**src/logic/pisms_pkg.sv**
```systemverilog
// Constants for the interrupt status, mask and sense block
package pisms_pkg;

  // ----------------------------------------------------------------
  // Register map (word addresses on the serial port)
  // ----------------------------------------------------------------
  localparam logic [5:0] ADDR_STATUS0 = 6'h00;
  localparam logic [5:0] ADDR_MASK0 = 6'h01;
  localparam logic [5:0] ADDR_SENSE0 = 6'h02;
  localparam logic [5:0] ADDR_STATUS1 = 6'h03;
  localparam logic [5:0] ADDR_MASK1 = 6'h04;

  localparam int DATA_W = 24;
  localparam int ADDR_W = 6;

  // ----------------------------------------------------------------
  // Serial frame layout: write flag, address, spare, data
  // ----------------------------------------------------------------
  localparam int FRAME_BITS = 32;
  localparam int HDR_BITS = 8;
  localparam logic [5:0] FRAME_LAST = 6'h20;
  localparam logic [5:0] HDR_LAST = 6'h08;
  localparam int FRM_WR_POS = 31;
  localparam int FRM_ADDR_LSB = 25;
  localparam int HDR_WR_POS = 7;
  localparam int HDR_ADDR_LSB = 1;

  // ----------------------------------------------------------------
  // Bank 0 field positions
  // ----------------------------------------------------------------
  localparam int B0_CONV_DONE = 0;
  localparam int B0_TOUCH_DONE = 1;
  localparam int B0_PEN = 2;
  localparam int B0_OVP = 5;
  localparam int B0_BATT_LOW = 13;
  localparam int B0_KEY_PRESS = 17;
  localparam int B0_LONG_PRESS = 18;
  localparam int B0_LONG_REL = 19;
  localparam int B0_UNKNOWN_ACC = 20;
  localparam int B0_ACC_CHANGE = 21;
  localparam int B0_KEY_STUCK = 22;
  localparam int B0_KEY_UNJAM = 23;
  localparam int S0_SUPPLY_DONE = 17;
  localparam int S0_IDRES_DONE = 18;
  localparam int S0_ID_GND = 20;
  localparam int S0_ACC_CONV = 21;

  // ----------------------------------------------------------------
  // Bank 1 field positions
  // ----------------------------------------------------------------
  localparam int B1_WDOG_RST = 5;
  localparam int B1_BTN_RST = 6;
  localparam int B1_DIE_TEMP = 11;

  // ----------------------------------------------------------------
  // Implemented bits and reset values
  // ----------------------------------------------------------------
  localparam logic [23:0] STATUS0_MAIN_BITS = 24'h002027;
  localparam logic [23:0] STATUS0_ACC_BITS = 24'hFE0000;
  localparam logic [23:0] MASK0_BITS = 24'hFE2027;
  localparam logic [23:0] MASK0_RESET = 24'hFE2007;
  localparam logic [23:0] STATUS1_BKP_BITS = 24'h000060;
  localparam logic [23:0] STATUS1_MAIN_BITS = 24'h000800;
  localparam logic [23:0] MASK1_RESET = 24'h000860;

endpackage : pisms_pkg

```
**src/logic/pisms_core.sv**
```systemverilog
// Interrupt status, mask and sense registers behind a serial register port
// Functional notes
// - Conversion-done sets status0 bit 0; write one clears; main reset zeroes.
// - Touch conversion done sets status0 bit 1; write one clears.
// - Pen contact sets status0 bit 2; write one clears.
// - Overvoltage event latches status0 bit 5; live level on sense0 bit 5.
// - Low battery sets status0 bit 13; cleared by write one or main reset.
// - Key press sets status0 bit 17; cleared by write one or accessory reset.
// - Long press sets bit 18; its release sets bit 19.
// - Unrecognised accessory attach sets status0 bit 20.
// - Accessory result change sets bit 21 only while unfiltered select is 0.
// - Stuck remote key sets status0 bit 22.
// - Stuck key recovery sets status0 bit 23.
// - Every event has a mask bit; pen mask and most masks reset to one.
// - Sense bit 20 shows grounded ID line; accessory reset clears it.
// - Sense bit 21 is one when accessory conversion completed, zero meanwhile.
// - Sense bit 17 shows supply type identification done.
// - Sense bit 18 shows ID resistance detection done.
// - Status1 bits 5 and 6 flag watchdog and button resets; backup reset clears.
// - Die temperature crossing sets status1 bit 11; write one clears.
`timescale 1ns/1ps
module pisms_core
  import pisms_pkg::*;
(
  input wire logic mclk_i,
  input wire logic rst_n_i,
  input wire logic off_rst_n_i,
  input wire logic accessory_block_reset_n_i,
  input wire logic backup_domain_reset_n_i,
  input wire logic spi_cs_n_i,
  input wire logic spi_sclk_i,
  input wire logic spi_mosi_i,
  output logic spi_miso_o,
  output logic spi_miso_oe_o,
  input wire logic conv_done_i,
  input wire logic touch_conv_done_i,
  input wire logic pen_contact_i,
  input wire logic vbus_overvoltage_i,
  input wire logic vbus_overvoltage_live_i,
  input wire logic battery_low_i,
  input wire logic remote_key_press_i,
  input wire logic remote_long_press_i,
  input wire logic remote_long_release_i,
  input wire logic unrecognised_accessory_i,
  input wire logic accessory_result_change_i,
  input wire logic unfiltered_result_select_i,
  input wire logic key_stuck_i,
  input wire logic key_unjammed_i,
  input wire logic id_line_grounded_live_i,
  input wire logic accessory_conv_state_i,
  input wire logic supply_type_done_live_i,
  input wire logic id_resistance_done_live_i,
  input wire logic watchdog_reset_i,
  input wire logic button_reset_i,
  input wire logic die_temp_first_i,
  output logic irq_o
);

  // ----------------------------------------------------------------
  // Pin synchronisers
  // ----------------------------------------------------------------
  logic [2:0] cs_sync_ff;
  logic [2:0] sclk_sync_ff;
  logic [1:0] mosi_sync_ff;

  always_ff @(posedge mclk_i) begin
    if (!rst_n_i) begin
      cs_sync_ff <= 3'h7;
      sclk_sync_ff <= 3'h0;
      mosi_sync_ff <= 2'h0;
    end else begin
      cs_sync_ff <= {cs_sync_ff[1:0], spi_cs_n_i};
      sclk_sync_ff <= {sclk_sync_ff[1:0], spi_sclk_i};
      mosi_sync_ff <= {mosi_sync_ff[0], spi_mosi_i};
    end
  end

  // Edges only look at the second and third stages
  logic sclk_rise;
  logic sclk_fall;
  logic cs_act;
  logic cs_end;
  assign sclk_rise = sclk_sync_ff[1] & ~sclk_sync_ff[2];
  assign sclk_fall = ~sclk_sync_ff[1] & sclk_sync_ff[2];
  assign cs_act = ~cs_sync_ff[1];
  assign cs_end = cs_sync_ff[1] & ~cs_sync_ff[2];

  // ----------------------------------------------------------------
  // Register state
  // ----------------------------------------------------------------
  logic [DATA_W-1:0] status0_ff;
  logic [DATA_W-1:0] mask0_ff;
  logic [DATA_W-1:0] sense0_ff;
  logic [DATA_W-1:0] status1_ff;
  logic [DATA_W-1:0] mask1_ff;

  function automatic logic [DATA_W-1:0] reg_read(input logic [ADDR_W-1:0] addr,
                                                 input logic [DATA_W-1:0] st0,
                                                 input logic [DATA_W-1:0] m0,
                                                 input logic [DATA_W-1:0] se0,
                                                 input logic [DATA_W-1:0] st1,
                                                 input logic [DATA_W-1:0] m1);
    logic [DATA_W-1:0] val;
    val = '0;
    case (addr)
      ADDR_STATUS0: val = st0;
      ADDR_MASK0: val = m0;
      ADDR_SENSE0: val = se0;
      ADDR_STATUS1: val = st1;
      ADDR_MASK1: val = m1;
      default: val = '0;
    endcase
    return val;
  endfunction : reg_read

  // ----------------------------------------------------------------
  // Serial frame engine
  // ----------------------------------------------------------------
  logic [FRAME_BITS-1:0] rx_ff;
  logic [DATA_W-1:0] tx_ff;
  logic [5:0] bit_cnt_ff;
  logic miso_ff;
  logic miso_oe_ff;
  logic [FRAME_BITS-1:0] nxt_rx;
  assign nxt_rx = {rx_ff[FRAME_BITS-2:0], mosi_sync_ff[1]};

  always_ff @(posedge mclk_i) begin
    if (!rst_n_i) begin
      rx_ff <= '0;
      bit_cnt_ff <= 6'h00;
    end else if (!cs_act) begin
      bit_cnt_ff <= 6'h00;
    end else if (sclk_rise && bit_cnt_ff != FRAME_LAST) begin
      rx_ff <= nxt_rx;
      bit_cnt_ff <= bit_cnt_ff + 6'h01;
    end
  end

  // Read data is snapped once the header is in, so a later event
  // cannot tear the word that is being shifted out
  always_ff @(posedge mclk_i) begin
    if (!rst_n_i) begin
      tx_ff <= '0;
    end else if (cs_act && sclk_rise && bit_cnt_ff == HDR_LAST - 6'h01) begin
      tx_ff <= reg_read(nxt_rx[HDR_ADDR_LSB +: ADDR_W], status0_ff, mask0_ff,
                        sense0_ff, status1_ff, mask1_ff);
    end else if (cs_act && sclk_fall && bit_cnt_ff >= HDR_LAST
                 && bit_cnt_ff != FRAME_LAST) begin
      tx_ff <= {tx_ff[DATA_W-2:0], 1'b0};
    end
  end

  always_ff @(posedge mclk_i) begin
    if (!rst_n_i) begin
      miso_ff <= 1'b0;
      miso_oe_ff <= 1'b0;
    end else begin
      miso_oe_ff <= cs_act;
      if (!cs_act) begin
        miso_ff <= 1'b0;
      end else if (sclk_fall && bit_cnt_ff >= HDR_LAST && bit_cnt_ff != FRAME_LAST) begin
        miso_ff <= tx_ff[DATA_W-1];
      end
    end
  end

  assign spi_miso_o = miso_ff;
  assign spi_miso_oe_o = miso_oe_ff;

  // Writes land only when a complete frame closed; short frames are dropped
  logic wr_stb;
  logic [ADDR_W-1:0] wr_addr;
  logic [DATA_W-1:0] wr_data;
  assign wr_stb = cs_end && bit_cnt_ff == FRAME_LAST && rx_ff[FRM_WR_POS];
  assign wr_addr = rx_ff[FRM_ADDR_LSB +: ADDR_W];
  assign wr_data = rx_ff[DATA_W-1:0];

  logic [DATA_W-1:0] clr0;
  logic [DATA_W-1:0] clr1;
  assign clr0 = (wr_stb && wr_addr == ADDR_STATUS0) ? wr_data : '0;
  assign clr1 = (wr_stb && wr_addr == ADDR_STATUS1) ? wr_data : '0;

  // ----------------------------------------------------------------
  // Bank 0 status
  // ----------------------------------------------------------------
  logic [DATA_W-1:0] set0;
  always_comb begin
    set0 = '0;
    set0[B0_CONV_DONE] = conv_done_i;
    set0[B0_TOUCH_DONE] = touch_conv_done_i;
    set0[B0_PEN] = pen_contact_i;
    set0[B0_OVP] = vbus_overvoltage_i;
    set0[B0_BATT_LOW] = battery_low_i;
    set0[B0_KEY_PRESS] = remote_key_press_i;
    set0[B0_LONG_PRESS] = remote_long_press_i;
    set0[B0_LONG_REL] = remote_long_release_i;
    set0[B0_UNKNOWN_ACC] = unrecognised_accessory_i;
    set0[B0_ACC_CHANGE] = accessory_result_change_i & ~unfiltered_result_select_i;
    set0[B0_KEY_STUCK] = key_stuck_i;
    set0[B0_KEY_UNJAM] = key_unjammed_i;
  end

  // main reset domain; set wins over a same-cycle clear
  always_ff @(posedge mclk_i) begin
    if (!rst_n_i) begin
      status0_ff[15:0] <= '0;
    end else begin
      status0_ff[15:0] <= ((status0_ff[15:0] & ~clr0[15:0]) | set0[15:0])
                          & STATUS0_MAIN_BITS[15:0];
    end
  end

  // accessory reset domain for the remote and attach flags
  always_ff @(posedge mclk_i) begin
    if (!rst_n_i || !accessory_block_reset_n_i) begin
      status0_ff[23:16] <= '0;
    end else begin
      status0_ff[23:16] <= ((status0_ff[23:16] & ~clr0[23:16]) | set0[23:16])
                           & STATUS0_ACC_BITS[23:16];
    end
  end

  // ----------------------------------------------------------------
  // Bank 0 sense
  // ----------------------------------------------------------------
  always_ff @(posedge mclk_i) begin
    sense0_ff[16:0] <= '0;
    sense0_ff[23:19] <= '0;
    if (rst_n_i) begin
      sense0_ff[B0_OVP] <= vbus_overvoltage_live_i;
      sense0_ff[S0_ACC_CONV] <= accessory_conv_state_i;
      // grounded ID line, held low in accessory reset
      sense0_ff[S0_ID_GND] <= accessory_block_reset_n_i & id_line_grounded_live_i;
    end
  end

  always_ff @(posedge mclk_i) begin
    if (!rst_n_i || !accessory_block_reset_n_i) begin
      sense0_ff[18:17] <= 2'h0;
    end else begin
      sense0_ff[S0_SUPPLY_DONE] <= supply_type_done_live_i;
      sense0_ff[S0_IDRES_DONE] <= id_resistance_done_live_i;
    end
  end

  // ----------------------------------------------------------------
  // Masks
  // ----------------------------------------------------------------
  // masks reset to one except overvoltage; reserved bits stay zero
  always_ff @(posedge mclk_i) begin
    if (!rst_n_i) begin
      mask0_ff <= MASK0_RESET;
    end else if (wr_stb && wr_addr == ADDR_MASK0) begin
      mask0_ff <= wr_data & MASK0_BITS;
    end
  end

  // Reset-cause masks sit in the backup domain, the thermal mask in main
  always_ff @(posedge mclk_i) begin
    if (!backup_domain_reset_n_i) begin
      mask1_ff[10:0] <= MASK1_RESET[10:0];
    end else if (wr_stb && wr_addr == ADDR_MASK1) begin
      mask1_ff[10:0] <= wr_data[10:0] & STATUS1_BKP_BITS[10:0];
    end
  end

  always_ff @(posedge mclk_i) begin
    if (!rst_n_i) begin
      mask1_ff[23:11] <= MASK1_RESET[23:11];
    end else if (wr_stb && wr_addr == ADDR_MASK1) begin
      mask1_ff[23:11] <= wr_data[23:11] & STATUS1_MAIN_BITS[23:11];
    end
  end

  // ----------------------------------------------------------------
  // Bank 1 status
  // ----------------------------------------------------------------
  logic [DATA_W-1:0] set1;
  always_comb begin
    set1 = '0;
    set1[B1_WDOG_RST] = watchdog_reset_i;
    set1[B1_BTN_RST] = button_reset_i;
    set1[B1_DIE_TEMP] = die_temp_first_i;
  end

  // reset-cause flags survive the main reset so software can read them
  always_ff @(posedge mclk_i) begin
    if (!backup_domain_reset_n_i) begin
      status1_ff[10:0] <= '0;
    end else begin
      status1_ff[10:0] <= ((status1_ff[10:0] & ~clr1[10:0]) | set1[10:0])
                          & STATUS1_BKP_BITS[10:0];
    end
  end

  // write one clears the thermal flag
  always_ff @(posedge mclk_i) begin
    if (!rst_n_i) begin
      status1_ff[23:11] <= '0;
    end else begin
      status1_ff[23:11] <= ((status1_ff[23:11] & ~clr1[23:11]) | set1[23:11])
                           & STATUS1_MAIN_BITS[23:11];
    end
  end

  // ----------------------------------------------------------------
  // Interrupt request
  // ----------------------------------------------------------------
  logic irq_ff;
  always_ff @(posedge mclk_i) begin
    if (!rst_n_i) begin
      irq_ff <= 1'b0;
    end else begin
      irq_ff <= |(status0_ff & ~mask0_ff) | |(status1_ff & ~mask1_ff);
    end
  end
  assign irq_o = irq_ff;

endmodule : pisms_core

```
**config.mk**
```make
export PLATFORM = sky130hd
export DESIGN_NAME = pisms_core
export DESIGN_NICKNAME = d
export VERILOG_FILES = /design/src/logic/pisms_pkg.sv /design/src/logic/pisms_core.sv
export SDC_FILE = /design/constraint.sdc
export NUM_CORES = 1
export LEC_CHECK = 0
export ABC_CLOCK_PERIOD_IN_PS = 4000
export BUFFER_PORTS_ARGS = -buffer_cell sky130_fd_sc_hd__buf_4
export CORE_AREA = 5 5 79 117
export CTS_BUF_LIST = sky130_fd_sc_hd__clkbuf_2
export DETAILED_ROUTE_END_ITERATION = 6
export DIE_AREA = 0 0 84 122
export GPL_ROUTABILITY_DRIVEN = 0
export PLACE_DENSITY = 0.76
export SLEW_MARGIN = 20
export SYNTH_ARGS = -nofsm -noshare
export SYNTH_HDL_FRONTEND = slang
export SYNTH_SLANG_ARGS = --single-unit
export TNS_END_PERCENT = 100
```
**constraint.sdc**
```tcl
create_clock -name mclk_i -period 4 [get_ports mclk_i]
set_input_delay 0.4 -clock mclk_i [delete_from_list [all_inputs] [get_ports mclk_i]]
set_output_delay 0.4 -clock mclk_i [all_outputs]
set_load 0.02 [all_outputs]
```
==> impl_results.md <==
* Status: finished clean
* Setup TNS at 0 ns
* TritonCTS clock tree: done
* Synth top area share at 0.467
* Worst-Margin Slew at 1.03 ns
* Crit Path Class: flip-flop to flip-flop
* Post-synthesis sequential area ratio at 0.467
* Largest net degree at the start of global routing at 35
* YS warnings at 0
* DR vias at 3,679
* RR Endpoint: mask0_ff[1]$_SDFFE_PN1P_
* First-pass GRT wire length at 17,000 um
* Top Ports at 32
* Crit share post-route at 0.625
* Max-Cap Viols at 0
* Reg-to-reg slack, setup at 1.50 ns
* Starting Density at 0.564
* Total CTS buffers at 9
* H-tree depth at 3
* Clock Sinks at 108
* # port buffers at 30
* Core ar. at 8210 um^2
* Hold endpoint: status0_ff[19]$_SDFF_PP0_
* Overflow left after global routing at 0
* Layout cell share with drive strength beyond 1 at 0.129
* Hold path cells at 3
* Drt via density at 5.74
* RSZ-0062 raised after global routing: false
* Switching share of total power at 0.243
* Comb pwr share at 0.058
* Die X at 84 um
* Placed wire-length estimate at 7010 um
* Post-route ant nets at 0
* Synth Instances at 498
* Final WL at 10,100 um
* CTS root buf: clkbuf_2
* CP required at 4.54 ns
* Worst Hold Class: input pin to flip-flop
* Area Growth Syn to Fin at 11.7%
* Switch Pwr at 414 uW
* Final Hold Viols at 0
* Router iterations before antenna repair at 4
* Area leader, netlist: dfxtp_1
* Worst setup EP type: flip-flop
* Final Setup Violations at 0
* Clock skew after layout at 0.0264 ns
* EDFF count, synth at 0
* DIE AREA at 10,200 um^2
* F_max at 400 MHz
* Post-Synthesis Net Count at 529
* DRC at 0
* Element type at the critical path start: flip-flop
* Clock Path Buffers at 2
* Gr usage total at 0.207
* Final core area utilization at 0.630
* Syn avg cell area at 9.29 um^2
* R2r worst-path depth at 4
* Row cnt at 41
* Clk_lat worst skew at 0.61 ns
* Netlist cell types at 49
* Vias in the first global route at 3,632
* Synth async-reset ratio at 0
* Max IR drop VDD at 270 uV
* Worst slew margin at 0.308
* Internal power at 1290 uW
* Largest cells by area after synthesis: dfxtp_1 (47%), mux2i_1 (12%), nor2_1 (5.1%)
* Die Ht at 122 um
* Initial antenna violation count at 1
* R2R Path Start: bit_cnt_ff[2]$_SDFFE_PP0N_
* DR WL/cell at 15.7 um
* Post-Syn Area at 4630 um^2
* Crit path max fanout at 12
* WP data arrival at 3.03 ns
* Commonest cells in the synthesized netlist: dfxtp_1 (108), nor2_1 (63), mux2i_1 (57)
* Clock power frac at 0.293
* Yosys reg bits at 108
* Pwr/cell area at 329 nW/um^2
* Primary FF master, synth: dfxtp_1
* Final Max Slew Viols at 0
* Leakage power at 0.00180 uW
* Final #Nets at 559
* Min Tclk post-route at 2.50 ns
* Top-count cell post-synth: dfxtp_1
* DR iter-0 viols at 221
* Seq pwr share at 0.649
* Clk pin slew, worst setup/hold paths at 0.27 ns
* Hold path start: remote_long_release_i
final cells by class:
type                            count  area (um^2)
Fill cell                         699         3040
Multi-Input combinational cell    335         2240
Sequential cell                   108         2160
Clock buffer                       10         50.0
Inverter                           22         82.6
Tap cell                          107          134
Timing Repair Buffer               52          428
Clock inverter                      6         65.1
Antenna cell                        1         2.50
logic make-up (layout without fill, tap and decap cells):
logic type | count (synthesis) | after routing | synth area share
simple gates | 150 | 150 | 0.176
other cells | 0 | 1 | 0
flops | 108 | 108 | 0.467
xor+xnor | 4 | 4 | 0.00757
buf+inv | 55 | 90 | 0.0495
compound gates | 122 | 122 | 0.171
fa+ha+maj | 2 | 2 | 0.00541
mux | 57 | 57 | 0.123
metal layers:
metal	vias to the layer above	share of wire	GRT usage
li1	1825	-	-
met1	1741	0.42	0.242
met2	84	0.51	0.357
met3	29	0.032	0.0419
met4	0	0.037	0.110
met5	-	0	0
cells in the final DEF (no fill, tap or decap), types with 2 or more instances in the layout:
| cell | synthesis | final |
|---|---|---|
| dfxtp_1 | 108 | 108 |
| and4_1 | 2 | 2 |
| nor2_1 | 63 | 63 |
| nand3_1 | 11 | 11 |
| and2_1 | 8 | 8 |
| nand2b_1 | 5 | 5 |
| and3_1 | 4 | 4 |
| a31oi_1 | 5 | 5 |
| nor3_1 | 7 | 7 |
| dlygate4sd3_1 | 0 | 15 |
| a2bb2oi_1 | 4 | 4 |
| nor4_1 | 4 | 4 |
| nand4_1 | 2 | 2 |
| clkbuf_2 | 0 | 10 |
| o22ai_1 | 7 | 7 |
| o21a_1 | 12 | 12 |
| clkinvlp_4 | 0 | 3 |
| nor4b_4 | 2 | 2 |
| a21oi_1 | 33 | 33 |
| clkinv_1 | 2 | 3 |
| buf_4 | 2 | 37 |
| xnor2_1 | 3 | 3 |
| o221a_2 | 10 | 10 |
| ha_1 | 2 | 2 |
| inv_1 | 20 | 20 |
| mux2i_1 | 57 | 57 |
| o21ai_0 | 37 | 37 |
| nor2b_1 | 7 | 7 |
| nand2_1 | 13 | 13 |
| a32o_1 | 2 | 2 |
| a211oi_1 | 4 | 4 |
| and4b_1 | 4 | 4 |
| nor3b_1 | 12 | 12 |
state kept, by name (all words and copies together) (netlist names):
name and flops:
rx_ff 32, tx_ff 24, mask0_ff 12, status0_ff 12, bit_cnt_ff 6, sense0_ff 5, cs_sync_ff 3, mask1_ff 3
sclk_sync_ff 3, status1_ff 3, mosi_sync_ff 2, irq_o 1, spi_miso_o 1, spi_miso_oe_o 1
power groups by stage:
stage / Combinational, uW / Clock [uW] / Sequential (uW)
after global routing: 109 / 556 / 1110
after floorplan: 48.0 / 0 / 1120
after CTS: 98.1 / 510 / 1110
after detailed placement: 86.8 / 0 / 1120
after global placement: 84.7 / 0 / 1120
final: 98.7 / 498 / 1110
worst max-delay path by stage:
| stage | startpoint | to | slack, ns | cells after the start |
|---|---|---|---|---|
| detailed placement | bit_cnt_ff[3]$_SDFFE_PP0N_ | mask0_ff[1]$_SDFFE_PN1P_ | 1.53 | 4 |
| global placement | bit_cnt_ff[3]$_SDFFE_PP0N_ | mask0_ff[17]$_SDFFE_PN1P_ | 1.59 | 4 |
| CTS | bit_cnt_ff[3]$_SDFFE_PP0N_ | mask0_ff[1]$_SDFFE_PN1P_ | 1.48 | 4 |
| global route | bit_cnt_ff[3]$_SDFFE_PP0N_ | mask0_ff[13]$_SDFFE_PN1P_ | 1.26 | 4 |
| floorplan | bit_cnt_ff[0]$_SDFFE_PP0N_ | tx_ff[2]$_SDFFE_PN0P_ | 2.18 | 8 |
| finish | bit_cnt_ff[2]$_SDFFE_PP0N_ | mask0_ff[1]$_SDFFE_PN1P_ | 1.50 | 4 |
stage by stage:
step	setup slack [ns]	power, uW	hold slack, ns	cells	area (um^2)
4_1_cts	1.48	1710	0.00993	640	5160
5_1_grt	1.26	1770	0.00246	641	5170
3_5_place_dp	1.53	1210	0.392	609	4900
3_3_place_gp	1.59	1210	0.393	609	4900
6_report	1.50	1700	0.0462	641	5170
2_1_floorplan	2.18	1170	0.386	498	4630
critical path, cell delays in order (launching register included):
cell and delay [ns]:
dfxtp_1 0.42, nor4b_4 0.54, nand4_2 0.29, nor4b_4 0.91, mux2i_1 0.28
what timing repair did:
action | 4_1_cts | 5_1_grt
resized for setup | 0 | 0
buffers inserted | 0 | 0
endpoints found under the hold margin | 13 | 0
hold buffers | 15 | 0
No activity file was read; power rests on OpenSTA's default activity.
